--- config.mk ---
export PLATFORM = sky130hd
export DESIGN_NAME = pcs_socket_ctrl
export DESIGN_NICKNAME = d
export VERILOG_FILES = /design/src/verilog/pcs_socket_ctrl.v
export VERILOG_INCLUDE_DIRS = /design/src /design/src/verilog
export SDC_FILE = /design/constraint.sdc
export NUM_CORES = 1
export LEC_CHECK = 0
export ABC_AREA = 1
export BUFFER_PORTS_ARGS = -buffer_cell sky130_fd_sc_hd__buf_4
export CAP_MARGIN = 0
export CORE_MARGIN = 3
export CORE_UTILIZATION = 45
export CTS_CLUSTER_SIZE = 12
export DETAILED_ROUTE_END_ITERATION = 8
export GPL_ROUTABILITY_DRIVEN = 0
export PLACE_DENSITY = 0.71
export SLEW_MARGIN = 20
export SYNTH_ARGS = -nofsm -noshare
export SYNTH_HDL_FRONTEND = slang
export SYNTH_SLANG_ARGS = --single-unit
export TNS_END_PERCENT = 5
--- constraint.sdc ---
create_clock -name clock -period 1.5 [get_ports clock]
set_clock_uncertainty 0.1 [all_clocks]
set_input_delay 0 -clock clock [delete_from_list [all_inputs] [get_ports clock]]
set_output_delay 0 -clock clock [all_outputs]
set_load 0.02 [all_outputs]
--- src/verilog/pcs_defines.vh ---
// Constants for the 16-bit card socket control block.
// Assumes inclusion by bare name from verilog/.
`ifndef PCS_DEFINES_VH
`define PCS_DEFINES_VH
// Battery condition codes
`define PCS_BATT_GOOD 2'h0
`define PCS_BATT_WEAK 2'h1
`define PCS_BATT_DEAD 2'h2
// Host cycle kinds
`define PCS_CYC_MEM_RD 2'h0
`define PCS_CYC_MEM_WR 2'h1
`define PCS_CYC_IO_RD 2'h2
`define PCS_CYC_IO_WR 2'h3
// Sequencer states
`define PCS_ST_IDLE 2'h0
`define PCS_ST_SETUP 2'h1
`define PCS_ST_STROBE 2'h2
`define PCS_ST_HOLD 2'h3
// Strobe timing, ns, and cycle counts at 5 ns
`define PCS_CLK_NS 5
`define PCS_SETUP_NS 30
`define PCS_STROBE_NS 150
`define PCS_HOLD_NS 20
// Counter loads: 6 setup, 30 strobe and 4 hold cycles, each less one
`define PCS_SETUP_LOAD 8'h05
`define PCS_STROBE_LOAD 8'h1d
`define PCS_HOLD_LOAD 8'h03
`define PCS_CNT_ZERO 8'h00
`define PCS_CNT_W 8
`endif

--- src/verilog/pcs_socket_ctrl.v ---
// Control strobes and status decode for one 16-bit card socket, audio merged for two.
// Assumes card inputs already synchronous to clock; one host cycle at a time.
// Assumes the host waits for the done pulse before the next request.
// Assumes socket B status is handled elsewhere; only its audio comes here.
// Function
// RL1 - Decode battery pins: both high good, second low weak, first low dead.
// RL2 - Card audio counts only when socket is in I/O interface mode.
// RL3 - Merge socket A and socket B audio onto one output pin.
// RL4 - Card grounds both detect lines; report them as socket status.
// RL5 - First card enable selects even bytes, second selects odd bytes.
// RL6 - Card acknowledges input only when it can answer current I/O read.
// RL7 - Assert I/O read strobe during host I/O read cycles.
// RL8 - Drive I/O write strobe low during host I/O write cycles.
// RL9 - Drive output enable low during host memory read cycles.
// RL10 - Memory card holds ready low while busy, high when able.
// RL11 - Shared ready/interrupt pin means ready only in memory-only mode.
// RL12 - In I/O mode card pulls interrupt low to request service.
// RL13 - Attribute select stays high for all common memory accesses.
// RL14 - Attribute select with memory strobes means attribute memory, else I/O.
// RL15 - Card reset output forces a hard reset while asserted.
// RL16 - Memory write strobe latches write data into memory cards.
// RL17 - Never more than one of the four strobes active at once.
`include "pcs_defines.vh"
`timescale 1ns/1ps
`default_nettype none
module pcs_socket_ctrl (
   input wire clock,
   input wire rst_n,
   input wire io_mode,
   input wire card_reset_req,
   input wire cyc_start,
   input wire [1:0] cyc_kind,
   input wire cyc_attr,
   input wire cyc_even,
   input wire cyc_odd,
   input wire battery_status_first,
   input wire battery_status_second,
   input wire card_detect_first,
   input wire card_detect_second,
   input wire ready_irq_n,
   input wire io_read_acknowledge_n,
   input wire card_audio_in_a,
   input wire card_audio_in_b,
   input wire io_mode_b,
   output reg cyc_busy_q,
   output reg cyc_done_q,
   output reg cyc_ack_q,
   output reg even_byte_enable_n_q,
   output reg odd_byte_enable_n_q,
   output reg attr_select_n_q,
   output reg mem_read_n_q,
   output reg mem_write_n_q,
   output reg io_read_strobe_n_q,
   output reg io_write_strobe_n_q,
   output reg card_reset_q,
   output reg [1:0] battery_state_q,
   output reg card_present_q,
   output reg card_ready_q,
   output reg card_interrupt_request_q,
   output reg combined_audio_out_q
);

   reg [1:0] state_q;
   reg [1:0] state_d;
   reg [`PCS_CNT_W-1:0] cnt_q;
   reg [`PCS_CNT_W-1:0] cnt_d;
   reg [1:0] kind_q;
   reg attr_q;
   reg even_q;
   reg odd_q;
   reg ack_seen_q;
   reg [1:0] batt_d;

   ////////////////////////////////////////////////////////////////
   // Cycle sequencer: setup, strobe, hold; one cycle at a time
   // Timing at 5 ns: 6 setup, 30 strobe and 4 hold cycles;
   // counters load one less since the zero count is spent as well
   always @* begin
      state_d = state_q;
      cnt_d = cnt_q;
      case (state_q)
         `PCS_ST_IDLE: begin
            if (cyc_start && !card_reset_req) begin
               state_d = `PCS_ST_SETUP;
               cnt_d = `PCS_SETUP_LOAD;
            end
         end
         `PCS_ST_SETUP: begin
            if (cnt_q == `PCS_CNT_ZERO) begin
               state_d = `PCS_ST_STROBE;
               cnt_d = `PCS_STROBE_LOAD;
            end else begin
               cnt_d = cnt_q - 1'b1;
            end
         end
         `PCS_ST_STROBE: begin
            if (cnt_q == `PCS_CNT_ZERO) begin
               state_d = `PCS_ST_HOLD;
               cnt_d = `PCS_HOLD_LOAD;
            end else begin
               cnt_d = cnt_q - 1'b1;
            end
         end
         `PCS_ST_HOLD: begin
            if (cnt_q == `PCS_CNT_ZERO) begin
               state_d = `PCS_ST_IDLE;
            end else begin
               cnt_d = cnt_q - 1'b1;
            end
         end
         default: begin
            state_d = `PCS_ST_IDLE;
            cnt_d = `PCS_CNT_ZERO;
         end
      endcase
      // Card reset cuts any cycle, so strobes rise at the next edge
      if (card_reset_req) begin
         state_d = `PCS_ST_IDLE;
         cnt_d = `PCS_CNT_ZERO;
      end
   end

   ////////////////////////////////////////////////////////////////
   // Phase decode shared by the pin drivers
   wire take_now;
   wire run_next;
   wire strobe_next;
   wire [1:0] kind_next;
   wire attr_next;
   wire even_next;
   wire odd_next;
   wire select_next;

   // A request is taken only from idle and outside card reset
   assign take_now = (state_q == `PCS_ST_IDLE) && cyc_start && !card_reset_req;
   // Next state already carries the card reset abort
   assign run_next = (state_d != `PCS_ST_IDLE);
   // Strobe phase next; the captured kind picks which strobe
   assign strobe_next = (state_d == `PCS_ST_STROBE);
   // On the taking edge the captured copies are not loaded yet
   assign kind_next = take_now ? cyc_kind : kind_q;
   assign attr_next = take_now ? cyc_attr : attr_q;
   assign even_next = take_now ? cyc_even : even_q;
   assign odd_next = take_now ? cyc_odd : odd_q;
   // I/O space always asserts select; memory only for attribute space
   assign select_next = attr_next || kind_next[1]; // RL13 RL14

   // Sequencer flops; card reset is folded into the next state
   always @(posedge clock) begin
      if (!rst_n) begin
         state_q <= `PCS_ST_IDLE;
         cnt_q <= `PCS_CNT_ZERO;
      end else begin
         state_q <= state_d;
         cnt_q <= cnt_d;
      end
   end

   // Request captured at the taking edge and held to the end of the cycle
   always @(posedge clock) begin
      // Card reset clears the request so nothing replays after it
      if (!rst_n || card_reset_req) begin
         kind_q <= `PCS_CYC_MEM_RD;
         attr_q <= 1'b0;
         even_q <= 1'b0;
         odd_q <= 1'b0;
      end else if (take_now) begin
         kind_q <= cyc_kind;
         attr_q <= cyc_attr;
         even_q <= cyc_even;
         odd_q <= cyc_odd;
      end
   end

   // Card claims the read only for an address it decodes
   always @(posedge clock) begin
      if (!rst_n || card_reset_req || take_now) begin
         ack_seen_q <= 1'b0;
      end else if (state_q == `PCS_ST_STROBE && kind_q == `PCS_CYC_IO_RD && !io_read_acknowledge_n) begin
         ack_seen_q <= 1'b1; // RL6
      end
   end

   ////////////////////////////////////////////////////////////////
   // Next pin values; all strobes come from one decoded kind so they stay exclusive
   reg busy_d;
   reg done_d;
   reg ack_d;
   reg even_n_d;
   reg odd_n_d;
   reg select_n_d;
   reg mem_read_n_d;
   reg mem_write_n_d;
   reg io_read_n_d;
   reg io_write_n_d;

   always @* begin
      busy_d = run_next;
      // Pulse on the last hold cycle; a cut cycle ends without it
      done_d = (state_q == `PCS_ST_HOLD) && (cnt_q == `PCS_CNT_ZERO) && !card_reset_req;
      // Acknowledge counts for I/O reads only; level stays until the next start or a card reset
      ack_d = ack_seen_q || (state_q == `PCS_ST_STROBE && kind_q == `PCS_CYC_IO_RD && !io_read_acknowledge_n);
      // Byte lanes held across setup, strobe and hold
      even_n_d = !(run_next && even_next); // RL5
      odd_n_d = !(run_next && odd_next); // RL5
      select_n_d = !(run_next && select_next); // RL13 RL14
      // One strobe at most, only in the strobe phase
      mem_read_n_d = !(strobe_next && kind_next == `PCS_CYC_MEM_RD); // RL9 RL17
      mem_write_n_d = !(strobe_next && kind_next == `PCS_CYC_MEM_WR); // RL16 RL17
      io_read_n_d = !(strobe_next && kind_next == `PCS_CYC_IO_RD); // RL7 RL17
      io_write_n_d = !(strobe_next && kind_next == `PCS_CYC_IO_WR); // RL8 RL17
   end

   // Pin flops; strobes idle high so a card sees no access in reset
   always @(posedge clock) begin
      if (!rst_n) begin
         // Host side quiet, every card strobe high, card held in reset
         cyc_busy_q <= 1'b0;
         cyc_done_q <= 1'b0;
         cyc_ack_q <= 1'b0;
         even_byte_enable_n_q <= 1'b1;
         odd_byte_enable_n_q <= 1'b1;
         attr_select_n_q <= 1'b1;
         mem_read_n_q <= 1'b1;
         mem_write_n_q <= 1'b1;
         io_read_strobe_n_q <= 1'b1;
         io_write_strobe_n_q <= 1'b1;
         card_reset_q <= 1'b1;
      end else begin
         // Host handshake
         cyc_busy_q <= busy_d;
         cyc_done_q <= done_d;
         cyc_ack_q <= ack_d;
         // Card pins
         even_byte_enable_n_q <= even_n_d; // RL5
         odd_byte_enable_n_q <= odd_n_d; // RL5
         attr_select_n_q <= select_n_d; // RL13 RL14
         mem_read_n_q <= mem_read_n_d; // RL9
         mem_write_n_q <= mem_write_n_d; // RL16
         io_read_strobe_n_q <= io_read_n_d; // RL7
         io_write_strobe_n_q <= io_write_n_d; // RL8
         card_reset_q <= card_reset_req; // RL15
      end
   end

   ////////////////////////////////////////////////////////////////
   // Battery decode; first pin low overrides the second
   always @* begin
      if (!battery_status_first) begin
         batt_d = `PCS_BATT_DEAD; // RL1
      end else if (!battery_status_second) begin
         batt_d = `PCS_BATT_WEAK; // RL1
      end else begin
         batt_d = `PCS_BATT_GOOD; // RL1
      end
   end

   ////////////////////////////////////////////////////////////////
   // Status next values; pins are meaningful per interface mode only
   reg [1:0] battery_d;
   reg present_d;
   reg ready_d;
   reg irq_d;
   reg audio_a_gated;
   reg audio_b_gated;
   reg audio_d;

   always @* begin
      // Battery pins double as audio in I/O mode, so decode memory mode only
      battery_d = io_mode ? `PCS_BATT_GOOD : batt_d; // RL1
      // Both grounded lines low means fully seated
      present_d = !card_detect_first && !card_detect_second; // RL4
      // Shared pin is ready in memory mode, low-active request in I/O mode
      ready_d = !io_mode && ready_irq_n; // RL11
      irq_d = io_mode && !ready_irq_n; // RL11
      // Each socket's audio only counts in its own I/O mode
      audio_a_gated = io_mode && card_audio_in_a; // RL2
      audio_b_gated = io_mode_b && card_audio_in_b; // RL2
      // Binary audio mixed by exclusive-or
      audio_d = audio_a_gated ^ audio_b_gated; // RL3
   end

   // Status flops; one cycle behind the card pins
   always @(posedge clock) begin
      if (!rst_n) begin
         // Nothing reported until reset is released
         battery_state_q <= `PCS_BATT_GOOD;
         card_present_q <= 1'b0;
         card_ready_q <= 1'b0;
         card_interrupt_request_q <= 1'b0;
         combined_audio_out_q <= 1'b0;
      end else begin
         battery_state_q <= battery_d;
         card_present_q <= present_d;
         card_ready_q <= ready_d;
         card_interrupt_request_q <= irq_d;
         combined_audio_out_q <= audio_d;
      end
   end

endmodule
`default_nettype wire
Word level (Yosys, flattened, before mapping)
Cells that the tools add are included.

Register bits: 33. Logic and storage cells: 100. Bits of input ports: 19.

Add/sub/neg operators: 1. Equal/unequal tests: 10. Reduce and logical (&&, ||, !) cells: 45. Bitwise gates (word level): 3. Muxes and demuxes: 17.

Operators with widths (count): 2-to-1 mux 8 bit (4); one-hot mux 8 bit (4 select lines) (1); logical AND 1 bit (19); logical NOT 1 bit (14); 2-to-1 mux 2 bit (7); equality test 2 bit, second input constant (6); logical NOT 8 bit (1); one-hot mux 2 bit (4 select lines) (1); subtractor 8 x 1 -> 8 bit, second input constant (1); equality test 2 x 1 -> 1 bit, second input constant (2); logical NOT 2 bit (2); logical OR 1 bit (4); 2-to-1 mux 1 bit (4); inequality test 2 bit, second input constant (2); OR reduction 2 bit (2); OR reduction 3 bit (1); inverter 1 bit (2); AND reduction 2 bit (1); nonzero test 2 bit (1); bitwise XOR 1 bit (1).

Logic depth before layout (Yosys ltp)
Gate-level depths: netlist of run 1.

Depth in word-level cells: 8. Depth in mapped cells: 9. Gate-level depth less buffers: 9.

Worst setup path after synthesis of run 1
OpenSTA, ideal clock, no wires.

Path type: reg-to-reg. Start: register cnt_q[0]. End: register attr_select_n_q. Stages on the path, launching flop included: 10. Arrival time: 1.205 ns. Path slack: 0.072 ns. Library setup time: 0.122 ns. Data required time: 1.278 ns. Cells stage by stage: dfxtp_1 inv_1 ha_1 nand2_2 nor2_8 nand3_2 nand2_1 nand2_2 nand2_2 nand3_1.

Word-level cells in the longest chain between the ends: 7. Elaborated cells between the ends (all ways): 9.

RTL lines: from (decl) (line pcs_socket_ctrl.v:65) `` reg [`PCS_CNT_W-1:0] cnt_q; ``; from (signal assigned) (line pcs_socket_ctrl.v:152) `` cnt_q <= `PCS_CNT_ZERO; ``; from (signal assigned) (line pcs_socket_ctrl.v:155) `cnt_q <= cnt_d;`; logical NOT 8 bit (no source line) *; 2-to-1 mux 2 bit, on equally long branches (line pcs_socket_ctrl.v:105, pcs_socket_ctrl.v:89, pcs_socket_ctrl.v:97); one-hot mux 2 bit (4 select lines) * (line pcs_socket_ctrl.v:81) `case (state_q)`; 2-to-1 mux 2 bit * (line pcs_socket_ctrl.v:117) `if (card_reset_req) begin`; nonzero test 2 bit (no source line) *; logical AND 1 bit * (line pcs_socket_ctrl.v:206) `select_n_d = !(run_next && select_next);`; logical NOT 1 bit * (line pcs_socket_ctrl.v:206); to (signal assigned) (line pcs_socket_ctrl.v:237) `attr_select_n_q <= select_n_d;`; to (decl) (line pcs_socket_ctrl.v:50) `output reg attr_select_n_q,`.

Mark *: on every way between the ends. The rest lies on a longest branch, timed or not. A chain may end at the register's enable or synchronous reset.

Worst setup path after layout of run 1
Start: input rst_n. End: register card_interrupt_request_q.

RTL lines: from (decl) (line pcs_socket_ctrl.v:28) `input wire rst_n,`; to (signal assigned) (line pcs_socket_ctrl.v:296) `card_interrupt_request_q <= irq_d;`; to (decl) (line pcs_socket_ctrl.v:59) `output reg card_interrupt_request_q,`.

No word-level cell between the ends.

==> impl_metrics.ini, run 1 <==
[synthesis]
syn-cell-area_um2 = 1460
yosysSeqAreaShare = 0.452
yosys_warnings = 0
yosys.cell_types.count = 27
synth_nets = 213
netlist_instances = 192
avgSynthCellArea_um2 = 7.61
ys_seq_elements = 33

[place]
portBuffers = 35
dp.cells = 274
dp_hpwl_mm = 2.40
post-place-ws_ns = 0.0226

[detailed_routing]
vias_per_cell = 4.73
vias = 1433
ant_nets = 0
post-route-drc-count = 0
drt_pre_antenna_iters = 4
routedWlPerCell_um = 11.6
drt-total-wl_mm = 3.52
drtIter0Drc = 67

[pwr]
switching_power_uw = 518
power_frac_clock = 0.275
power.density_nw_per_um2 = 831
p_leak_nw = 1.02
seq_power_share = 0.520
comb_power_share = 0.205
peakVddDrop_mv = 0.535
p_total_mw = 1.76
p_sw_frac = 0.295
intPower_mw = 1.24

[clocking]
cts_sinks = 33
cts_tree = built
clock_latency_ns = 0.35
clkTransAtPathRegs_ns = 0.10
htreeDepth = 2
cts_made_buffers = 5
cts-root-buf = clkbuf_4
clock_path_buffers = 2

[outcome]
status = finished, final reports clean

[timing]
worstMarginPinSlew_ns = 0.409
period_minus_slack_ns = 1.47
finalSetupViolCount = 0
slew_violations = 0
hold_slack_ns = 0.0928
worst_slack_ns = 0.0332
slew_headroom = 0.727
hold_violations = 0
fmax_mhz = 682
fin_crit_sh = 0.978

[global_routing]
antenna_found_initial = 0
grt_max_degree = 13
grt_pass1_vias = 1362
overflow = 0
grt_pass1_wl_mm = 6.18
track_usage = 0.202

[final_layout]
drive_gt1_frac = 0.313
final_common_cell = nand2_1
num_antenna_cells = 0
nets = 279
layout_common_cells = nand2_1 (44), buf_4 (40), dfxtp_1 (30), nor2_1 (21), dlygate4sd3_1 (21)
syn_to_final_growth_pct = 44.5
fin_cells = 303

[critical_path]
critical_path_arrival_ns = 1.61
crit_type = in -> reg
crit_path_end_kind = register
cp_max_fo = 8
crit_chain = dlygate4sd3_1 > buf_4 > inv_1 > nor3_1 > dlygate4sd3_1
slowest_stage = dlygate4sd3_1
cp-start-kind = input pin
max_stage_delay_ns = 0.58
cp_data_required_time_ns = 1.64
cp_common_cell = dlygate4sd3_1
rr_worst_depth = 8

[die]
rows = 20
die_x_um = 63.0
start_util = 0.475
fp.dieArea_um2 = 3970
io_pins = 36
core-area_um2 = 3080
die_h_um = 63.0

[job]
cap_violations = 0

[hold_path]
min_path_cells = 6
hold_path_class = in -> reg
==> cells in the mapped netlist (all sizes together) <==
master	n	area [µm²]
or2	1	6.26
ha	2	25.0
o21ai	8	58.8
a21oi	12	67.6
clkbuf	1	5.00
nand3	20	110
xor2	1	8.76
nor3	4	20.0
inv	24	90.1
dfxtp	33	661
nand2	52	230
a22oi	1	7.51
buf	1	5.00
nor2	30	151
o211ai	1	7.51
nor3b	1	7.51
==> kinds of logic (layout without fill, tap and decap cells) <==
family | after synthesis | count (layout) | synth area share
AND/OR/NAND/NOR | 108 | 108 | 0.360
flip-flops | 33 | 33 | 0.452
buffers and inverters | 26 | 93 | 0.0685
AO/OA/AOI/OAI | 22 | 22 | 0.0968
adder cells (fa/ha/maj) | 2 | 2 | 0.0171
XOR/XNOR | 1 | 1 | 0.00599
==> state kept, by name (all words and copies together) (netlist names), 2 cells and up <==
name             cells
battery_state_q      2
cnt_q                8
kind_q               2
state_q              2
==> final cells by class <==
| type | count | area, µm² |
|---|---|---|
| fillers | 258 | 966 |
| multi-input cells | 133 | 741 |
| flip-flops and latches | 33 | 664 |
| repair buffers | 61 | 510 |
| inverters | 24 | 90.1 |
| well taps | 44 | 55.1 |
| clock buffers | 6 | 41.3 |
| clock inverters | 2 | 10.0 |
==> power groups by stage <==
stage | sequential (mW) | clock (mW) | combinational, mW
2_1_floorplan | 0.947 | 0 | 0.185
3_3_place_gp | 0.932 | 0 | 0.300
3_5_place_dp | 0.932 | 0 | 0.302
4_1_cts | 0.912 | 0.493 | 0.343
5_1_grt | 0.916 | 0.544 | 0.399
6_report | 0.913 | 0.482 | 0.360
==> per-stage QoR <==
step                cell area (µm²)  utilization  setup TNS (ns)
global route                   2110        0.686        -0.00857
finish                         2110        0.686               0
detailed placement             1810        0.587               0
global placement               1810        0.587               0
CTS                            2070        0.672               0
floorplan                      1460            -               0
==> layer usage <==
layer | wire length [µm] | GRT usage | vias up
met5 | 0 | 0 | -
met4 | 54 | 0.0744 | 0
met3 | 232 | 0.0863 | 4
met2 | 1670 | 0.329 | 41
met1 | 1570 | 0.235 | 649
li1 | - | - | 739
==> final timing paths <==
kind              from                       end  slack [ns]
min          cyc_start                 kind_q[1]        0.09
min reg2reg   cnt_q[0]                  cnt_q[0]        0.34
max              rst_n  card_interrupt_request_q        0.03
max reg2reg   cnt_q[2]             mem_write_n_q        0.09
==> worst max-delay path, delay by kind of cell <==
kind                   cells  cell delay (ns)
AND/OR/NAND/NOR            1             0.11
buffers and inverters      4             1.50
==> repair_timing <==
item / CTS / global route
buffers inserted: 0 / 0
hold buffers: 21 / 0
resized for setup: 0 / 14
endpoints found under the setup margin: 0 / 17
endpoints found under the hold margin: 27 / 0
(Power assumes the default switching activity.)
==> run 2: changes to the inputs <==
GPL_TIMING_DRIVEN = 0   (was unset)
==> run 2 against run 1 <==
Non-clock buffer count shrank 4. First-iteration DRC count decreased by 33%. Combinational power decreased by 3%. Setup slack gained 0.019 ns. Register-to-register slack improved by 0.02 ns. Critical endpoint is now card_present_q.
==> impl_metrics.ini, run 2 (synthesized netlist as in run 1, its figures left out) <==
[die]
rows = 20
io_pins = 36
fp.dieArea_um2 = 3970
die_h_um = 63.0
core-area_um2 = 3080
start_util = 0.475
die_x_um = 63.0

[hold_path]
hold_path_class = in -> reg
min_from = cyc_start
holdPathEnd = kind_q[0]
min_path_cells = 6

[clocking]
cts_sinks = 33
cts_tree = built
cts-root-buf = clkbuf_4
clock_latency_ns = 0.34
cts_made_buffers = 5
htreeDepth = 2
clkTransAtPathRegs_ns = 0.11
clock_path_buffers = 2
post-cts-setup-buffers = 0

[pwr]
power.density_nw_per_um2 = 833
p_leak_nw = 1.00
p_total_mw = 1.74
peakVddDrop_mv = 0.493

[timing]
slew_headroom = 0.822
tns_ns = 0
worstMarginPinSlew_ns = 0.266
finalSetupViolCount = 0
slew_violations = 0
fin_crit_sh = 0.965
rsz0062_at_grt = true
fmax_mhz = 691
period_minus_slack_ns = 1.45
worst_slack_ns = 0.0524
hold_violations = 0

[critical_path]
crit_path_end_kind = register
rr_worst_depth = 8
cp-start-kind = input pin
crit_type = in -> reg
r2r_setup_slack_ns = 0.11
cp_data_required_time_ns = 1.63
r2r_end = attr_select_n_q
cp_max_fo = 8
reg2reg_from = cnt_q[4]
critical_path_arrival_ns = 1.57

[detailed_routing]
ant_nets = 0
vias = 1392
vias_per_cell = 4.66
routedWlPerCell_um = 11.4
post-route-drc-count = 0
drtIter0Drc = 45
drt-total-wl_mm = 3.41
drt_pre_antenna_iters = 4

[place]
dpl_cell_area_um2 = 1770
portBuffers = 34
dp_hpwl_mm = 2.24
post-place-ws_ns = -0.0835

[final_layout]
num_antenna_cells = 0
drive_gt1_frac = 0.318
fillers = 257
layout_common_cells = nand2_1 (43), buf_4 (34), dfxtp_1 (26), nor2_1 (22), dlygate4sd3_1 (21)
final_common_cell = nand2_1
max_flop_register = cnt_q
nets = 275
largest_reg_flops = 8
final_cell_area_um2 = 2090
syn_to_final_growth_pct = 43.1

[global_routing]
grt_pass1_wl_mm = 5.94
grt_pass1_vias = 1303
track_usage = 0.189
antenna_found_initial = 0
grt_max_degree = 11
overflow = 0

[job]
cap_violations = 0

[outcome]
status = finished, final reports clean
-- run 2: cell types whose count changed in the layout (fill, tap and decap cells not counted), sizes merged --
cell and change:
clkbuf +1, buf -5
-- run 2: what timing repair did --
| action | 4_1_cts | 5_1_grt |
|---|---|---|
| resized for setup | 3 | 16 |
| endpoints found under the hold margin | 27 | 0 |
| hold buffers | 21 | 0 |
| endpoints found under the setup margin | 12 | 17 |
| pin swaps | 0 | 5 |
| gates cloned | 0 | 0 |
-- run 2: per-stage QoR --
stage | hold WS (ns) | utilization | std cells
floorplan | -0.0276 | - | 192
detailed placement | 0.0642 | 0.576 | 270
global route | 0.134 | 0.679 | 299
finish | 0.0827 | 0.679 | 299
CTS | 0.140 | 0.663 | 299
global placement | 0.0651 | 0.576 | 270
-- run 2: routing by layer --
metal,track usage,share of wire
met1,0.241,0.45
met2,0.296,0.49
met3,0.0647,0.045
met4,0.0661,0.020
met5,0,0
-- run 2: layout make-up --
| cell class | instances | area (µm²) | share of cell area |
|---|---|---|---|
| plain buffers | 2 | 10.0 | 0.00479 |
| clock buffers | 6 | 41.3 | 0.0197 |
| clock inverters | 2 | 10.0 | 0.00479 |
| inverters | 24 | 92.6 | 0.0443 |
| multi-input cells | 133 | 747 | 0.357 |
| flip-flops and latches | 33 | 669 | 0.320 |
| well taps | 44 | 55.1 | 0.0263 |
| repair buffers | 55 | 465 | 0.223 |
-- run 2: worst max-delay path, cell delays in order --
cell	delay (ns)
dlygate4sd3_1	0.54
clkbuf_2	0.17
inv_1	0.23
nor3_1	0.07
dlygate4sd3_1	0.55
-- run 2: power breakdown --
group | total [mW] | leakage (nW) | switching, mW | internal, mW
Combinational | 0.349 | 0.696 | 0.195 | 0.154
Clock | 0.477 | 0.0320 | 0.299 | 0.178
Sequential | 0.917 | 0.272 | 0.0158 | 0.901
Total | 1.74 | 1.00 | 0.509 | 1.23
-- run 2: worst max path at each step --
stage                         from             endpoint  cells past startpoint  slack (ns)
after global placement    cnt_q[0]  odd_byte_enable_n_q                      9       -0.08
final                        rst_n       card_present_q                      5        0.05
after global routing      cnt_q[0]             cnt_q[4]                      7      -0.006
after detailed placement  cnt_q[0]      attr_select_n_q                      9       -0.08
after floorplan           cnt_q[0]      attr_select_n_q                      9        0.07
after CTS                 cnt_q[0]      attr_select_n_q                      9       0.001
==> run 3: changes to the inputs <==
CORE_MARGIN = 4   (was 3)
==> run 3 against run 2 <==
Wire length increased by 6.1%. Die area up 6.5%. Clock power shrank 0.8%. Critical path depth up 3. Worst hold slack improved by 0.12 ns. Count of clock-buffer cells in the layout did not move.
==> impl_metrics.ini, run 3 (synthesized netlist as in run 1, its figures left out) <==
[timing]
rsz0062_at_grt = true
hold_slack_ns = 0.202
period_minus_slack_ns = 1.50
fmax_mhz = 667
worstMarginPinSlew_ns = 0.260
fin_crit_sh = 1.00
finalSetupViolCount = 0
hold_violations = 0
slew_headroom = 0.827
slew_violations = 0

[clocking]
clkTransAtPathRegs_ns = 0.10
cts_made_buffers = 5
cts_tree = built
clock_path_buffers = 2
clock_latency_ns = 0.33
cts_sinks = 33
cts-root-buf = clkbuf_4
htreeDepth = 2

[pwr]
power.density_nw_per_um2 = 831
seq_power_share = 0.524
p_leak_nw = 0.998
comb_power_share = 0.205
intPower_mw = 1.24
power_frac_clock = 0.271
p_sw_frac = 0.293
switching_power_uw = 512
peakVddDrop_mv = 0.647

[place]
portBuffers = 34
dp_hpwl_mm = 2.30

[critical_path]
cp-startpoint = card_reset_req
crit_path_end_kind = register
cp_max_fo = 10
cp_data_required_time_ns = 1.62
r2r_setup_slack_ns = 0.01
cp-start-kind = input pin
critical_path_arrival_ns = 1.62
crit_type = in -> reg
reg2reg_from = state_q[1]
r2r_end = mem_read_n_q
crit_path_end = mem_read_n_q
rr_worst_depth = 6

[die]
io_pins = 36
start_util = 0.475
die_x_um = 65.0
rows = 20
core-area_um2 = 3080
fp.dieArea_um2 = 4220
die_h_um = 65.0

[global_routing]
grt_pass1_wl_mm = 6.04
overflow = 0
grt_pass1_vias = 1368
antenna_found_initial = 0
track_usage = 0.189
grt_max_degree = 11

[detailed_routing]
vias = 1422
routedWlPerCell_um = 12.1
drtIter0Drc = 53
post-route-drc-count = 0
ant_nets = 0
vias_per_cell = 4.74
drt-total-wl_mm = 3.62
drt_pre_antenna_iters = 4

[final_layout]
nets = 276
largest_reg_flops = 8
num_antenna_cells = 0
final_common_cell = nand2_1
layout_common_cells = nand2_1 (44), buf_4 (36), dfxtp_1 (29), nor2_1 (21), dlygate4sd3_1 (21)
fin_util = 0.683
drive_gt1_frac = 0.320
syn_to_final_growth_pct = 43.8
max_flop_register = cnt_q

[hold_path]
hold_path_class = in -> reg

[outcome]
status = finished, final reports clean

[job]
cap_violations = 0
-- run 3: worst min path at each step --
stage,start,end,cells after the start,slack (ns)
after floorplan,battery_status_first,battery_state_q[1],1,-0.03
after global placement,battery_status_second,battery_state_q[0],2,0.06
after detailed placement,battery_status_second,battery_state_q[0],2,0.06
after CTS,cyc_start,kind_q[0],6,0.14
after global routing,cyc_start,kind_q[1],6,0.21
final,cyc_start,kind_q[1],6,0.20
-- run 3: area by class of cell --
| type | count | area, µm² |
|---|---|---|
| flip-flops and latches | 33 | 666 |
| clock buffers | 6 | 41.3 |
| fillers | 256 | 976 |
| clock inverters | 2 | 10.0 |
| plain buffers | 2 | 12.5 |
| inverters | 24 | 96.3 |
| multi-input cells | 133 | 748 |
| repair buffers | 56 | 473 |
| well taps | 44 | 55.1 |
-- run 3: stage by stage --
stage | setup slack, ns | total power, mW | setup TNS, ns | instance area, µm² | instances
floorplan | 0.0723 | 1.13 | 0 | 1460 | 192
global placement | -0.0576 | 1.22 | -0.280 | 1770 | 270
detailed placement | -0.0879 | 1.23 | -0.504 | 1770 | 270
CTS | 0.0357 | 1.74 | 0 | 2050 | 299
global route | -0.0808 | 1.85 | -0.315 | 2100 | 300
finish | 0.000647 | 1.75 | 0 | 2100 | 300
-- run 3: routing by layer --
layer | vias up | routed length, µm | global-route usage | part of all wire
li1 | 734 | - | - | -
met1 | 653 | 1550 | 0.215 | 0.43
met2 | 28 | 1870 | 0.342 | 0.52
met3 | 7 | 156 | 0.0433 | 0.043
met4 | 0 | 47 | 0.0633 | 0.013
met5 | - | 0 | 0 | 0
-- run 3: power by group through the flow --
stage	sequential, mW	clock (mW)	combinational, mW
3_3_place_gp	0.933	0	0.289
4_1_cts	0.913	0.486	0.338
3_5_place_dp	0.933	0	0.292
6_report	0.915	0.473	0.359
5_1_grt	0.919	0.538	0.395
2_1_floorplan	0.947	0	0.185
-- run 3: what timing repair did --
action / CTS / global route
hold buffers: 21 / 0
gates resized for setup: 4 / 16
endpoints found under the hold margin: 27 / 0
pin swaps: 0 / 4
setup endpoints to repair: 12 / 18
setup buffers: 0 / 1
-- run 3: worst max-delay path, cell delays in order --
cell and delay, ns:
dlygate4sd3_1 0.54, buf_4 0.15, nor2_2 0.17, nand2_2 0.19, o21ai_4 0.25, inv_1 0.09, nor2_1 0.13, nand3_1 0.09
